## src/rb_pkg.sv

```systemverilog
// Shared constants, carriers and decode helpers for the register bit cell bank.
package rb_pkg;

    // Data and address widths of the register port.
    localparam int RB_DW = 16;
    localparam int RB_AW = 4;

    // Register offsets, one access behaviour per register.
    localparam logic [RB_AW-1:0] RB_OFF_CTRL = 4'h0;
    localparam logic [RB_AW-1:0] RB_OFF_STAT = 4'h1;
    localparam logic [RB_AW-1:0] RB_OFF_WRONLY = 4'h2;
    localparam logic [RB_AW-1:0] RB_OFF_W1C = 4'h3;
    localparam logic [RB_AW-1:0] RB_OFF_ANYCLR = 4'h4;
    localparam logic [RB_AW-1:0] RB_OFF_RDCLR = 4'h5;
    localparam logic [RB_AW-1:0] RB_OFF_LATLO = 4'h6;
    localparam logic [RB_AW-1:0] RB_OFF_LATHI = 4'h7;
    localparam logic [RB_AW-1:0] RB_OFF_SELFCLR = 4'h8;
    localparam logic [RB_AW-1:0] RB_OFF_SS = 4'h9;
    localparam logic [RB_AW-1:0] RB_OFF_STK = 4'hA;

    // Reset values and the mask of control bits that survive a software reset.
    localparam logic [RB_DW-1:0] RB_CTRL_RST = 16'h0000;
    localparam logic [RB_DW-1:0] RB_CTRL_EXEMPT = 16'hFF00;
    localparam logic [RB_DW-1:0] RB_ZERO = 16'h0000;
    localparam logic [RB_DW-1:0] RB_ONES = 16'hFFFF;

    // Cycles a self-clearing or self-setting bit stays away from its rest value.
    localparam int RB_HOLD_CYCLES = 4;

    // One register access from software: at most one of wr and rd per cycle.
    typedef struct packed {
        logic wr;
        logic rd;
        logic [RB_AW-1:0] addr;
        logic [RB_DW-1:0] wdata;
    } rb_req_t;

    // Read answer, valid for one cycle after the read was taken.
    typedef struct packed {
        logic valid;
        logic [RB_DW-1:0] data;
    } rb_rsp_t;

    // Hardware conditions and set events feeding the status bits.
    typedef struct packed {
        logic [RB_DW-1:0] status;
        logic [RB_DW-1:0] w1c_set;
        logic [RB_DW-1:0] anyclr_set;
        logic [RB_DW-1:0] rdclr_set;
        logic [RB_DW-1:0] latlo_cond;
        logic [RB_DW-1:0] lathi_cond;
        logic [RB_DW-1:0] stk_cond;
    } rb_cond_t;

    // True when the access addresses the given register.
    function automatic logic rb_hit(input rb_req_t r, input logic [RB_AW-1:0] off);
        return r.addr == off;
    endfunction

endpackage
```

## src/rb_auto_cell.sv

```systemverilog
`timescale 1ns/1ps
// Bits that leave their rest value when kicked and return to it on their own.
module rb_auto_cell import rb_pkg::*; #(
    parameter int W = 16,
    parameter logic REST = 1'b0,
    parameter int HOLD = 4
) (
    input wire logic clk,
    input wire logic reset_n,
    input wire logic ce,
    input wire logic soft_reset,
    input wire logic [W-1:0] kick,
    output logic [W-1:0] value
);

    // Counter wide enough to hold the full hold time.
    localparam int CW = $clog2(HOLD + 1);
    localparam logic [CW-1:0] HOLD_C = CW'(HOLD);

    // Refuse settings the counter cannot serve, at elaboration rather than at run time.
    if (HOLD < 1 || W < 1) begin : g_bad_param
        $error("rb_auto_cell needs a hold time and width of at least one");
    end

    for (genvar i = 0; i < W; i++) begin : g_bit
        logic [CW-1:0] cnt_reg;
        logic [CW-1:0] cnt_next;
        logic val_reg;
        logic val_next;

        // A kick while already away from rest is ignored, so a rewrite cannot stretch it.
        always_comb begin
            cnt_next = cnt_reg;
            if (cnt_reg != '0) begin
                cnt_next = cnt_reg - CW'(1);
            end else if (kick[i]) begin
                cnt_next = HOLD_C;
            end
            if (soft_reset) begin
                cnt_next = '0;
            end
            val_next = REST ^ (cnt_next != '0);
        end

        // Value is registered so the hardware side sees a clean level.
        always_ff @(posedge clk) begin
            if (!reset_n) begin
                cnt_reg <= '0;
                val_reg <= REST;
            end else if (ce) begin
                cnt_reg <= cnt_next;
                val_reg <= val_next;
            end
        end

        assign value[i] = val_reg;
    end

endmodule // rb_auto_cell

```

## src/rb_bank.sv

```systemverilog
`timescale 1ns/1ps
// Contract
// - Readable bits read back; writable bits store writes.
// - Read-only bits ignore every write.
// - Write-only bits read back undefined data.
// - Writing one clears; writing zero does nothing.
// - Any write clears the whole field.
// - Read returns value, then clears; writes ignored.
// - Latched low holds until register read.
// - Latched high holds until register read.
// - Self-clearing bit returns to zero itself.
// - Self-setting bit returns to one itself.
// - Sticky status high until read, then live.
// - Sticky status holds one despite condition loss.
// - Exempt bits ignore software reset, obey hardware.
module rb_bank import rb_pkg::*; #(
    parameter int HOLD = RB_HOLD_CYCLES
) (
    input wire logic clk,
    input wire logic reset_n,
    input wire logic ce,
    input wire logic soft_reset,
    input wire rb_req_t req,
    input wire rb_cond_t cond,
    output rb_rsp_t rsp,
    output logic [RB_DW-1:0] ctrl_out,
    output logic [RB_DW-1:0] wronly_out,
    output logic [RB_DW-1:0] selfclr_out,
    output logic [RB_DW-1:0] ss_out
);

    // Refuse a hold time the self-timed bits cannot serve, at elaboration.
    if (HOLD < 1) begin : g_bad_hold
        $error("rb_bank needs a hold time of at least one cycle");
    end

    // Decoded writes and reads, one per register except the status register.
    logic wr_ctrl;
    logic wr_wronly;
    logic wr_w1c;
    logic wr_anyclr;
    logic wr_selfclr;
    logic wr_ss;
    logic rd_rdclr;
    logic rd_latlo;
    logic rd_lathi;
    logic rd_stk;

    // Stored state of the sticky registers.
    logic [RB_DW-1:0] w1c_q;
    logic [RB_DW-1:0] anyclr_q;
    logic [RB_DW-1:0] rdclr_q;
    logic [RB_DW-1:0] latlo_q;
    logic [RB_DW-1:0] lathi_q;
    logic [RB_DW-1:0] stk_q;

    // Registered read answer.
    rb_rsp_t rsp_reg;
    rb_rsp_t rsp_next;

    // Writes to the read-only status registers are not decoded at all, so they cannot disturb them.
    always_comb begin
        wr_ctrl = req.wr && rb_hit(req, RB_OFF_CTRL);
        wr_wronly = req.wr && rb_hit(req, RB_OFF_WRONLY);
        wr_w1c = req.wr && rb_hit(req, RB_OFF_W1C);
        wr_anyclr = req.wr && rb_hit(req, RB_OFF_ANYCLR);
        wr_selfclr = req.wr && rb_hit(req, RB_OFF_SELFCLR);
        wr_ss = req.wr && rb_hit(req, RB_OFF_SS);
        rd_rdclr = req.rd && rb_hit(req, RB_OFF_RDCLR);
        rd_latlo = req.rd && rb_hit(req, RB_OFF_LATLO);
        rd_lathi = req.rd && rb_hit(req, RB_OFF_LATHI);
        rd_stk = req.rd && rb_hit(req, RB_OFF_STK);
    end

    // Plain read and write control word; its upper byte survives software reset.
    rb_latch_cell #(.W(RB_DW), .RST_VAL(RB_CTRL_RST), .EXEMPT(RB_CTRL_EXEMPT)) u_ctrl (
        .clk(clk),
        .reset_n(reset_n),
        .ce(ce),
        .soft_reset(soft_reset),
        .set_in(wr_ctrl ? req.wdata : RB_ZERO),
        .clr_in(wr_ctrl ? ~req.wdata : RB_ZERO),
        .q(ctrl_out)
    );

    // Write-only word, driven to the hardware but never read back.
    rb_latch_cell #(.W(RB_DW)) u_wronly (
        .clk(clk),
        .reset_n(reset_n),
        .ce(ce),
        .soft_reset(soft_reset),
        .set_in(wr_wronly ? req.wdata : RB_ZERO),
        .clr_in(wr_wronly ? ~req.wdata : RB_ZERO),
        .q(wronly_out)
    );

    // Cleared by ones in the write data, bit by bit.
    rb_latch_cell #(.W(RB_DW)) u_w1c (
        .clk(clk),
        .reset_n(reset_n),
        .ce(ce),
        .soft_reset(soft_reset),
        .set_in(cond.w1c_set),
        .clr_in(wr_w1c ? req.wdata : RB_ZERO),
        .q(w1c_q)
    );

    // Cleared whole by any write, the data being ignored.
    rb_latch_cell #(.W(RB_DW)) u_anyclr (
        .clk(clk),
        .reset_n(reset_n),
        .ce(ce),
        .soft_reset(soft_reset),
        .set_in(cond.anyclr_set),
        .clr_in(wr_anyclr ? RB_ONES : RB_ZERO),
        .q(anyclr_q)
    );

    // Cleared by a read, deaf to writes.
    rb_latch_cell #(.W(RB_DW)) u_rdclr (
        .clk(clk),
        .reset_n(reset_n),
        .ce(ce),
        .soft_reset(soft_reset),
        .set_in(cond.rdclr_set),
        .clr_in(rd_rdclr ? RB_ONES : RB_ZERO),
        .q(rdclr_q)
    );

    // Remembers that a condition went low; the read value is the inverse ANDed with the live condition.
    rb_latch_cell #(.W(RB_DW)) u_latlo (
        .clk(clk),
        .reset_n(reset_n),
        .ce(ce),
        .soft_reset(soft_reset),
        .set_in(~cond.latlo_cond),
        .clr_in(rd_latlo ? RB_ONES : RB_ZERO),
        .q(latlo_q)
    );

    // Remembers that a condition went high.
    rb_latch_cell #(.W(RB_DW)) u_lathi (
        .clk(clk),
        .reset_n(reset_n),
        .ce(ce),
        .soft_reset(soft_reset),
        .set_in(cond.lathi_cond),
        .clr_in(rd_lathi ? RB_ONES : RB_ZERO),
        .q(lathi_q)
    );

    // Sticky status; the live condition is ORed in on the read side.
    rb_latch_cell #(.W(RB_DW)) u_stk (
        .clk(clk),
        .reset_n(reset_n),
        .ce(ce),
        .soft_reset(soft_reset),
        .set_in(cond.stk_cond),
        .clr_in(rd_stk ? RB_ONES : RB_ZERO),
        .q(stk_q)
    );

    // Only ones in the write data start a self-clearing pulse.
    rb_auto_cell #(.W(RB_DW), .REST(1'b0), .HOLD(HOLD)) u_selfclr (
        .clk(clk),
        .reset_n(reset_n),
        .ce(ce),
        .soft_reset(soft_reset),
        .kick(wr_selfclr ? req.wdata : RB_ZERO),
        .value(selfclr_out)
    );

    // Only zeros in the write data start a self-setting dip.
    rb_auto_cell #(.W(RB_DW), .REST(1'b1), .HOLD(HOLD)) u_ss (
        .clk(clk),
        .reset_n(reset_n),
        .ce(ce),
        .soft_reset(soft_reset),
        .kick(wr_ss ? ~req.wdata : RB_ZERO),
        .value(ss_out)
    );

    // Read mux samples state before the clear-on-read edge takes effect.
    always_comb begin
        rsp_next.valid = req.rd;
        case (req.addr)
            RB_OFF_CTRL: rsp_next.data = ctrl_out;
            RB_OFF_STAT: rsp_next.data = cond.status;
            RB_OFF_WRONLY: rsp_next.data = RB_ZERO;
            RB_OFF_W1C: rsp_next.data = w1c_q;
            RB_OFF_ANYCLR: rsp_next.data = anyclr_q;
            RB_OFF_RDCLR: rsp_next.data = rdclr_q;
            RB_OFF_LATLO: rsp_next.data = ~latlo_q & cond.latlo_cond;
            RB_OFF_LATHI: rsp_next.data = lathi_q;
            RB_OFF_SELFCLR: rsp_next.data = selfclr_out;
            RB_OFF_SS: rsp_next.data = ss_out;
            RB_OFF_STK: rsp_next.data = stk_q | cond.stk_cond;
            default: rsp_next.data = RB_ZERO;
        endcase
        // Data only changes on a read, which keeps the bus quiet otherwise.
        if (!req.rd) begin
            rsp_next.data = rsp_reg.data;
        end
    end

    // Answer register.
    always_ff @(posedge clk) begin
        if (!reset_n) begin
            rsp_reg <= '0;
        end else if (ce) begin
            rsp_reg <= rsp_next;
        end
    end

    assign rsp = rsp_reg;
endmodule // rb_bank

```

## src/rb_latch_cell.sv

```systemverilog
`timescale 1ns/1ps
// Generic sticky storage: set events and clear requests, with set taking priority.
module rb_latch_cell import rb_pkg::*; #(
    parameter int W = 16,
    parameter logic [W-1:0] RST_VAL = '0,
    parameter logic [W-1:0] EXEMPT = '0
) (
    input wire logic clk,
    input wire logic reset_n,
    input wire logic ce,
    input wire logic soft_reset,
    input wire logic [W-1:0] set_in,
    input wire logic [W-1:0] clr_in,
    output logic [W-1:0] q
);

    // Stored bits and their next value.
    logic [W-1:0] q_reg;
    logic [W-1:0] q_next;

    // Refuse a width the cell cannot hold, at elaboration rather than at run time.
    if (W < 1) begin : g_bad_width
        $error("rb_latch_cell needs a width of at least one bit");
    end

    // A set arriving with a clear wins so that no event is lost.
    always_comb begin
        q_next = (q_reg & ~clr_in) | set_in;
        // Exempt bits keep their value through a software reset.
        if (soft_reset) begin
            q_next = (q_next & EXEMPT) | (RST_VAL & ~EXEMPT);
        end
    end

    // Only the hardware reset reaches every bit.
    always_ff @(posedge clk) begin
        if (!reset_n) begin
            q_reg <= RST_VAL;
        end else if (ce) begin
            q_reg <= q_next;
        end
    end

    assign q = q_reg;

endmodule // rb_latch_cell

```

## config.mk

```make
export PLATFORM = sky130hd
export DESIGN_NAME = rb_bank
export DESIGN_NICKNAME = d
export VERILOG_FILES = /design/src/rb_pkg.sv /design/src/rb_auto_cell.sv /design/src/rb_bank.sv /design/src/rb_latch_cell.sv
export SDC_FILE = /design/constraint.sdc
export NUM_CORES = 1
export LEC_CHECK = 0
export BUFFER_PORTS_ARGS = -buffer_cell sky130_fd_sc_hd__buf_4
export CAP_MARGIN = 20
export CORE_ASPECT_RATIO = 0.8
export CORE_MARGIN = 2
export CORE_UTILIZATION = 50
export CTS_CLUSTER_SIZE = 12
export DETAILED_ROUTE_END_ITERATION = 8
export PLACE_DENSITY = 0.7
export SLEW_MARGIN = 20
export SYNTH_ARGS = -nofsm -noshare
export SYNTH_HDL_FRONTEND = slang
export SYNTH_HIERARCHICAL = 1
export SYNTH_SLANG_ARGS = --single-unit
```

## constraint.sdc

```tcl
create_clock -name clk -period 4.48 [get_ports clk]
set_input_delay 0.672 -clock clk [delete_from_list [all_inputs] [get_ports clk]]
set_output_delay 0.672 -clock clk [all_outputs]
set_load 0.02 [all_outputs]
```

* Word level (Yosys, flattened, before mapping) *
Index checks and enable logic that the tools add are counted.

operators by class
  add/subtract/negate cells = 32
  equality and inequality tests = 10
  multiplexer cells = 117
  bitwise operators = 45
  reductions and logical operators = 76

operators with widths
  cell                   count
  $mux W16               19
  $mux W3                96
  $reduce_bool A3 Y1     64
  $not A16 Y16           11
  $pmux W16 S10          1
  $and A16 B16 Y16       9
  $or A16 B16 Y16        9
  $sub A3 B1 Y3 const B  32
  $eq A4 B3 Y1 const B   4
  $not A1 Y1             16
  $eq A4 B4 Y1 const B   3
  $logic_and A1 B1 Y1    10
  $eq A4 B2 Y1 const B   2
  $mux W8                1
  $eq A4 B1 Y1 const B   1
  $logic_not A4 Y1       1
  $reduce_and A2 Y1      1

word-level totals
  register bits = 273
  input port bits = 138
  output and inout bits = 81
  logic and storage cells = 354

* Depth between registers and ports, before layout *
  depth after elaboration = 8
  gate-level depth with buffers = 10
  mapped depth without buffers = 8

* Hierarchy *
Netlist, hierarchy kept.

modules (own cells, without submodules)
  module                         instances  cells an instance  area each (µm²)  sequential area each (µm²)
  rb_latch_cell at u_anyclr ...  7          90                 818.3            320.3
  rb_auto_cell at u_ss           1          506                4,493.1          1,281.2
  rb_auto_cell at u_selfclr      1          489                4,192.8          1,281.2
  rb_bank                        1          402                2,782.7          340.3
  rb_latch_cell at u_ctrl        1          80                 762.0            320.3

* Least setup slack after synthesis *
Ideal clock, no wire load.

  kind = in2reg
  start = input req[16] (netlist name)
  end = register u_selfclr.g_bit[9].val_reg
  setup time = 0.130 ns
  arrival time = 2.088 ns
  data required time = 4.350 ns
  slack = 2.263 ns
  stages on the path = 10
  buffers on the path = 2
  cell sequence = buf_6 nor2_4 nand2_2 nor3b_2 buf_2 and2_1 nand4bb_1 o21ai_0 a21oi_1 a31oi_1

between the ends
  cells in the longest elaborated chain, start to end = 7

ends and longest elaborated chain
  item                  RTL line            source
  from (decl)           rb_bank.sv:23       input wire rb_req_t req,
  $eq A4 B4 Y1          rb_pkg.sv:57        return r.addr == off;
  $logic_and A1 B1 Y1   rb_bank.sv:67       wr_selfclr = req.wr && rb_hit(req, RB_OFF_SELFCLR);
  $mux W16              rb_bank.sv:169      .kick(wr_selfclr ? req.wdata : RB_ZERO),
  $mux W3               rb_auto_cell.sv:36  end else if (kick[i]) begin
  $mux W3               rb_auto_cell.sv:34  if (cnt_reg != '0) begin
  $mux W3               rb_auto_cell.sv:39  if (soft_reset) begin
  $reduce_bool A3 Y1    rb_auto_cell.sv:42  val_next = REST ^ (cnt_next != '0);
  to (signal assigned)  rb_auto_cell.sv:52  val_reg <= val_next;
  to (decl)             rb_auto_cell.sv:28  logic val_reg;

Every way passes these cells.
A chain may end at the register's enable or synchronous reset.

* Final worst setup path *
  start = input req[16] (netlist name)
  end = register u_selfclr.g_bit[14].val_reg

between the ends
  cells in the longest elaborated chain, start to end = 7

ends and longest elaborated chain
  item                  RTL line
  $eq A4 B4 Y1          rb_pkg.sv:57
  $logic_and A1 B1 Y1   rb_bank.sv:67
  $mux W16              rb_bank.sv:169
  $mux W3               rb_auto_cell.sv:36
  $mux W3               rb_auto_cell.sv:34
  $mux W3               rb_auto_cell.sv:39
  $reduce_bool A3 Y1    rb_auto_cell.sv:42
  to (signal assigned)  rb_auto_cell.sv:52
  to (decl)             rb_auto_cell.sv:28

Every way passes these cells.

==> impl_metrics.py <==
metrics = {
    "sta": {
        "finalHoldViolCount": 0,
        "period_minus_slack_ns": 2.345,
        "final-setup-viol-count": 0,
        "max_freq_ghz": 0.4264,
        "tightest_slew_ns": 0.9689,
        "rsz0062_at_grt": "false",
        "drv_slew": 0,
        "fin_skew_ns": 0.02269,
        "fin_crit_sh": 0.5235,
        "slew_headroom": 0.3531,
        "fin_tns_setup_ns": 0,
    },
    "clock_network": {
        "cts_tree": "built",
        "clock_latency_ns": 0.59,
        "post_cts_buffers": 0,
        "cts_resized": 0,
        "cts.hold.buffers_added": 0,
        "cts_num_sinks": 273,
        "clk_pin_slew_ns": 0.06,
        "htreeDepth": 1,
        "root_buffer": "clkbuf_16",
        "cts_buffers": 30,
        "clockBufferDepth": 3,
    },
    "run_status": {
        "outcome": "finished clean",
    },
    "critical_path": {
        "arrival_ns": 2.76,
        "path_max_fanout": 40,
        "endpoint_kind": "flop",
        "critPathMaxStageDelay_ns": 0.39,
        "path_class": "in -> reg",
        "cp-start-kind": "input port",
        "crit_required_ns": 4.89,
        "cp_cell_sequence": "buf_4 > nor2_4 > nand2_2 > nor3b_2 > buf_4 > and2_1 > nand4bb_1 > o21ai_1 > a21oi_1 > a31oi_1",
        "cp_slowest_cell": "nor2_4",
        "crit_top_cell": "buf_4",
    },
    "route": {
        "drtIter0Drc": 1534,
        "wirelength_um": 53800,
        "routed-via-count": 15890,
        "drtPass1Iterations": 6,
        "ant_nets": 0,
        "drc": 0,
        "wire_per_inst_um": 19.98,
        "drt-vias-per-instance": 5.902,
    },
    "placed_design": {
        "dp_hpwl_um": 36920,
        "placedCellCount": 2638,
        "gp_congestion": 0.9132,
        "io_buffer_count": 218,
    },
    "finish": {
        "syn2layout_area_growth_pct": 11.51,
        "finalNetCount": 2392,
        "drive_above_1_share": 0.1984,
        "finalNonFillerCells": 2693,
        "num_antenna_cells": 0,
        "fillers": 3222,
    },
    "synthesis": {
        "syn_avg_cell_area_um2": 8.523,
        "yosysUniqueCellTypes": 73,
        "netlist_top_cells_count": "275 x nand2_1, 273 x dfxtp_1, 120 x o21a_1, 114 x inv_1, 96 x o21ai_1",
        "netlist_area_um2": 17960,
        "synth.area.top_cells": "dfxtp_1 30%, nand2_1 5.7%, o21a_1 5.0%, o22ai_2 4.9%, ha_1 4.5%",
        "yosysTopAreaCellShare": 0.3043,
        "ys_ff_latch": 273,
        "synth_top_cell_by_area": "dfxtp_1",
        "yosysSeqAreaShare": 0.3043,
        "synth_edf_count": 0,
        "ys.flop_type": "dfxtp_1",
        "yosysMostFrequentCell": "nand2_1",
        "synth-warning-count": 6,
        "synthCells": 2107,
        "synth_nets": 2309,
        "async_flop_share": 0,
    },
    "die": {
        "boundaryPins": 219,
        "die_h_um": 173.5,
        "die_w_um": 215.9,
        "initial_utilization": 0.5044,
        "coreArea_um2": 35610,
        "fp-row-count": 62,
        "die_area_um2": 37460,
    },
    "grt": {
        "grt_pass1_wl_um": 82050,
        "gr-total-overflow": 0,
        "grt_util_all_layers": 0.2723,
        "grt_max_degree": 120,
        "antenna_found_initial": 4,
        "grt_pass1_vias": 14890,
    },
    "power": {
        "peakVddDrop_mv": 0.2775,
        "p_per_area_nw_per_um2": 295.0,
        "p_leak_nw": 7.725,
    },
    "run": {
        "max-cap-violations": 0,
    },
    "worst_hold_path": {
        "hold_path.class": "in -> reg",
    },
}
==> cells in the final DEF, fill, tap and decap left out, drive strengths merged, types with 46 or more instances in the layout <==
cell type and count:
nand3b 59, a21oi 79, and2 83, o21a 120, o21ai 169, nand4bb 61, buf 231, inv 116
nand2 278, o22ai 124, clkbuf 46, ha 64, nor2 79, nand2b 81, dfxtp 273
==> worst max-delay path: cells and delay by family <==
kind / cells / cell delay [ns]
compound gates: 3 / 0.38
buf+inv: 2 / 0.54
simple gates: 5 / 1.13
==> logic make-up after synthesis <==
logic type | after synthesis | synth area share
flip-flops | 273 | 0.3043
adder cells (fa/ha/maj) | 64 | 0.04459
AND/OR/NAND/NOR | 734 | 0.2356
AO/OA/AOI/OAI | 663 | 0.2656
buffers and inverters | 295 | 0.09845
multiplexers | 78 | 0.05142
==> final cells by class <==
type	instances	area, um2	share of cell area
multi-input cells	1539	10740	0.5364
flip-flops and latches	273	5465	0.2729
inverters	115	431.7	0.02156
clock buffers	46	860.8	0.04299
well taps	480	600.6	0.02999
clock inverters	9	110.1	0.005498
repair buffers	231	1815	0.09066
==> report_power, final <==
group	switching [mW]	internal, mW	total (mW)
clock network	1.07	1.44	2.50
logic	0.488	0.347	0.835
registers	0.0692	2.50	2.57
==> per-layer routing <==
layer / part of all wire / global-route usage / up-vias
met5: 0 / 0 / -
met4: 0.040 / 0.1052 / 0
met3: 0.079 / 0.04772 / 110
met2: 0.45 / 0.4313 / 653
met1: 0.43 / 0.3693 / 7572
li1: - / - / 7558
==> metrics by stage <==
stage / hold WS [ns] / total power, mW / cell area, um2 / setup WS [ns] / util
after floorplan: 0.4417 / 3.190 / 17960 / 2.263 / -
after global placement: 0.4422 / 3.424 / 19040 / 1.727 / 0.5348
after detailed placement: 0.4471 / 3.441 / 19040 / 1.634 / 0.5348
after CTS: 0.3305 / 5.921 / 20010 / 2.229 / 0.5621
after global routing: 0.3460 / 6.082 / 20030 / 1.927 / 0.5624
final: 0.3456 / 5.908 / 20030 / 2.135 / 0.5624
==> path summary, 6_finish.rpt <==
path                             startpoint                     endpoint  slack [ns]  cells after the start
worst min-delay path               cond[80]                   u_w1c/q[0]        0.35                      3
worst max register to register  u_ctrl/q[7]                       rsp[7]        2.73                      5
worst min register to register      rsp[14]                      rsp[14]        0.45                      2
worst max-delay path                req[16]  u_selfclr/g_bit[14].val_reg        2.13                     10
Note: power is estimated with default switching activity, not from simulation.
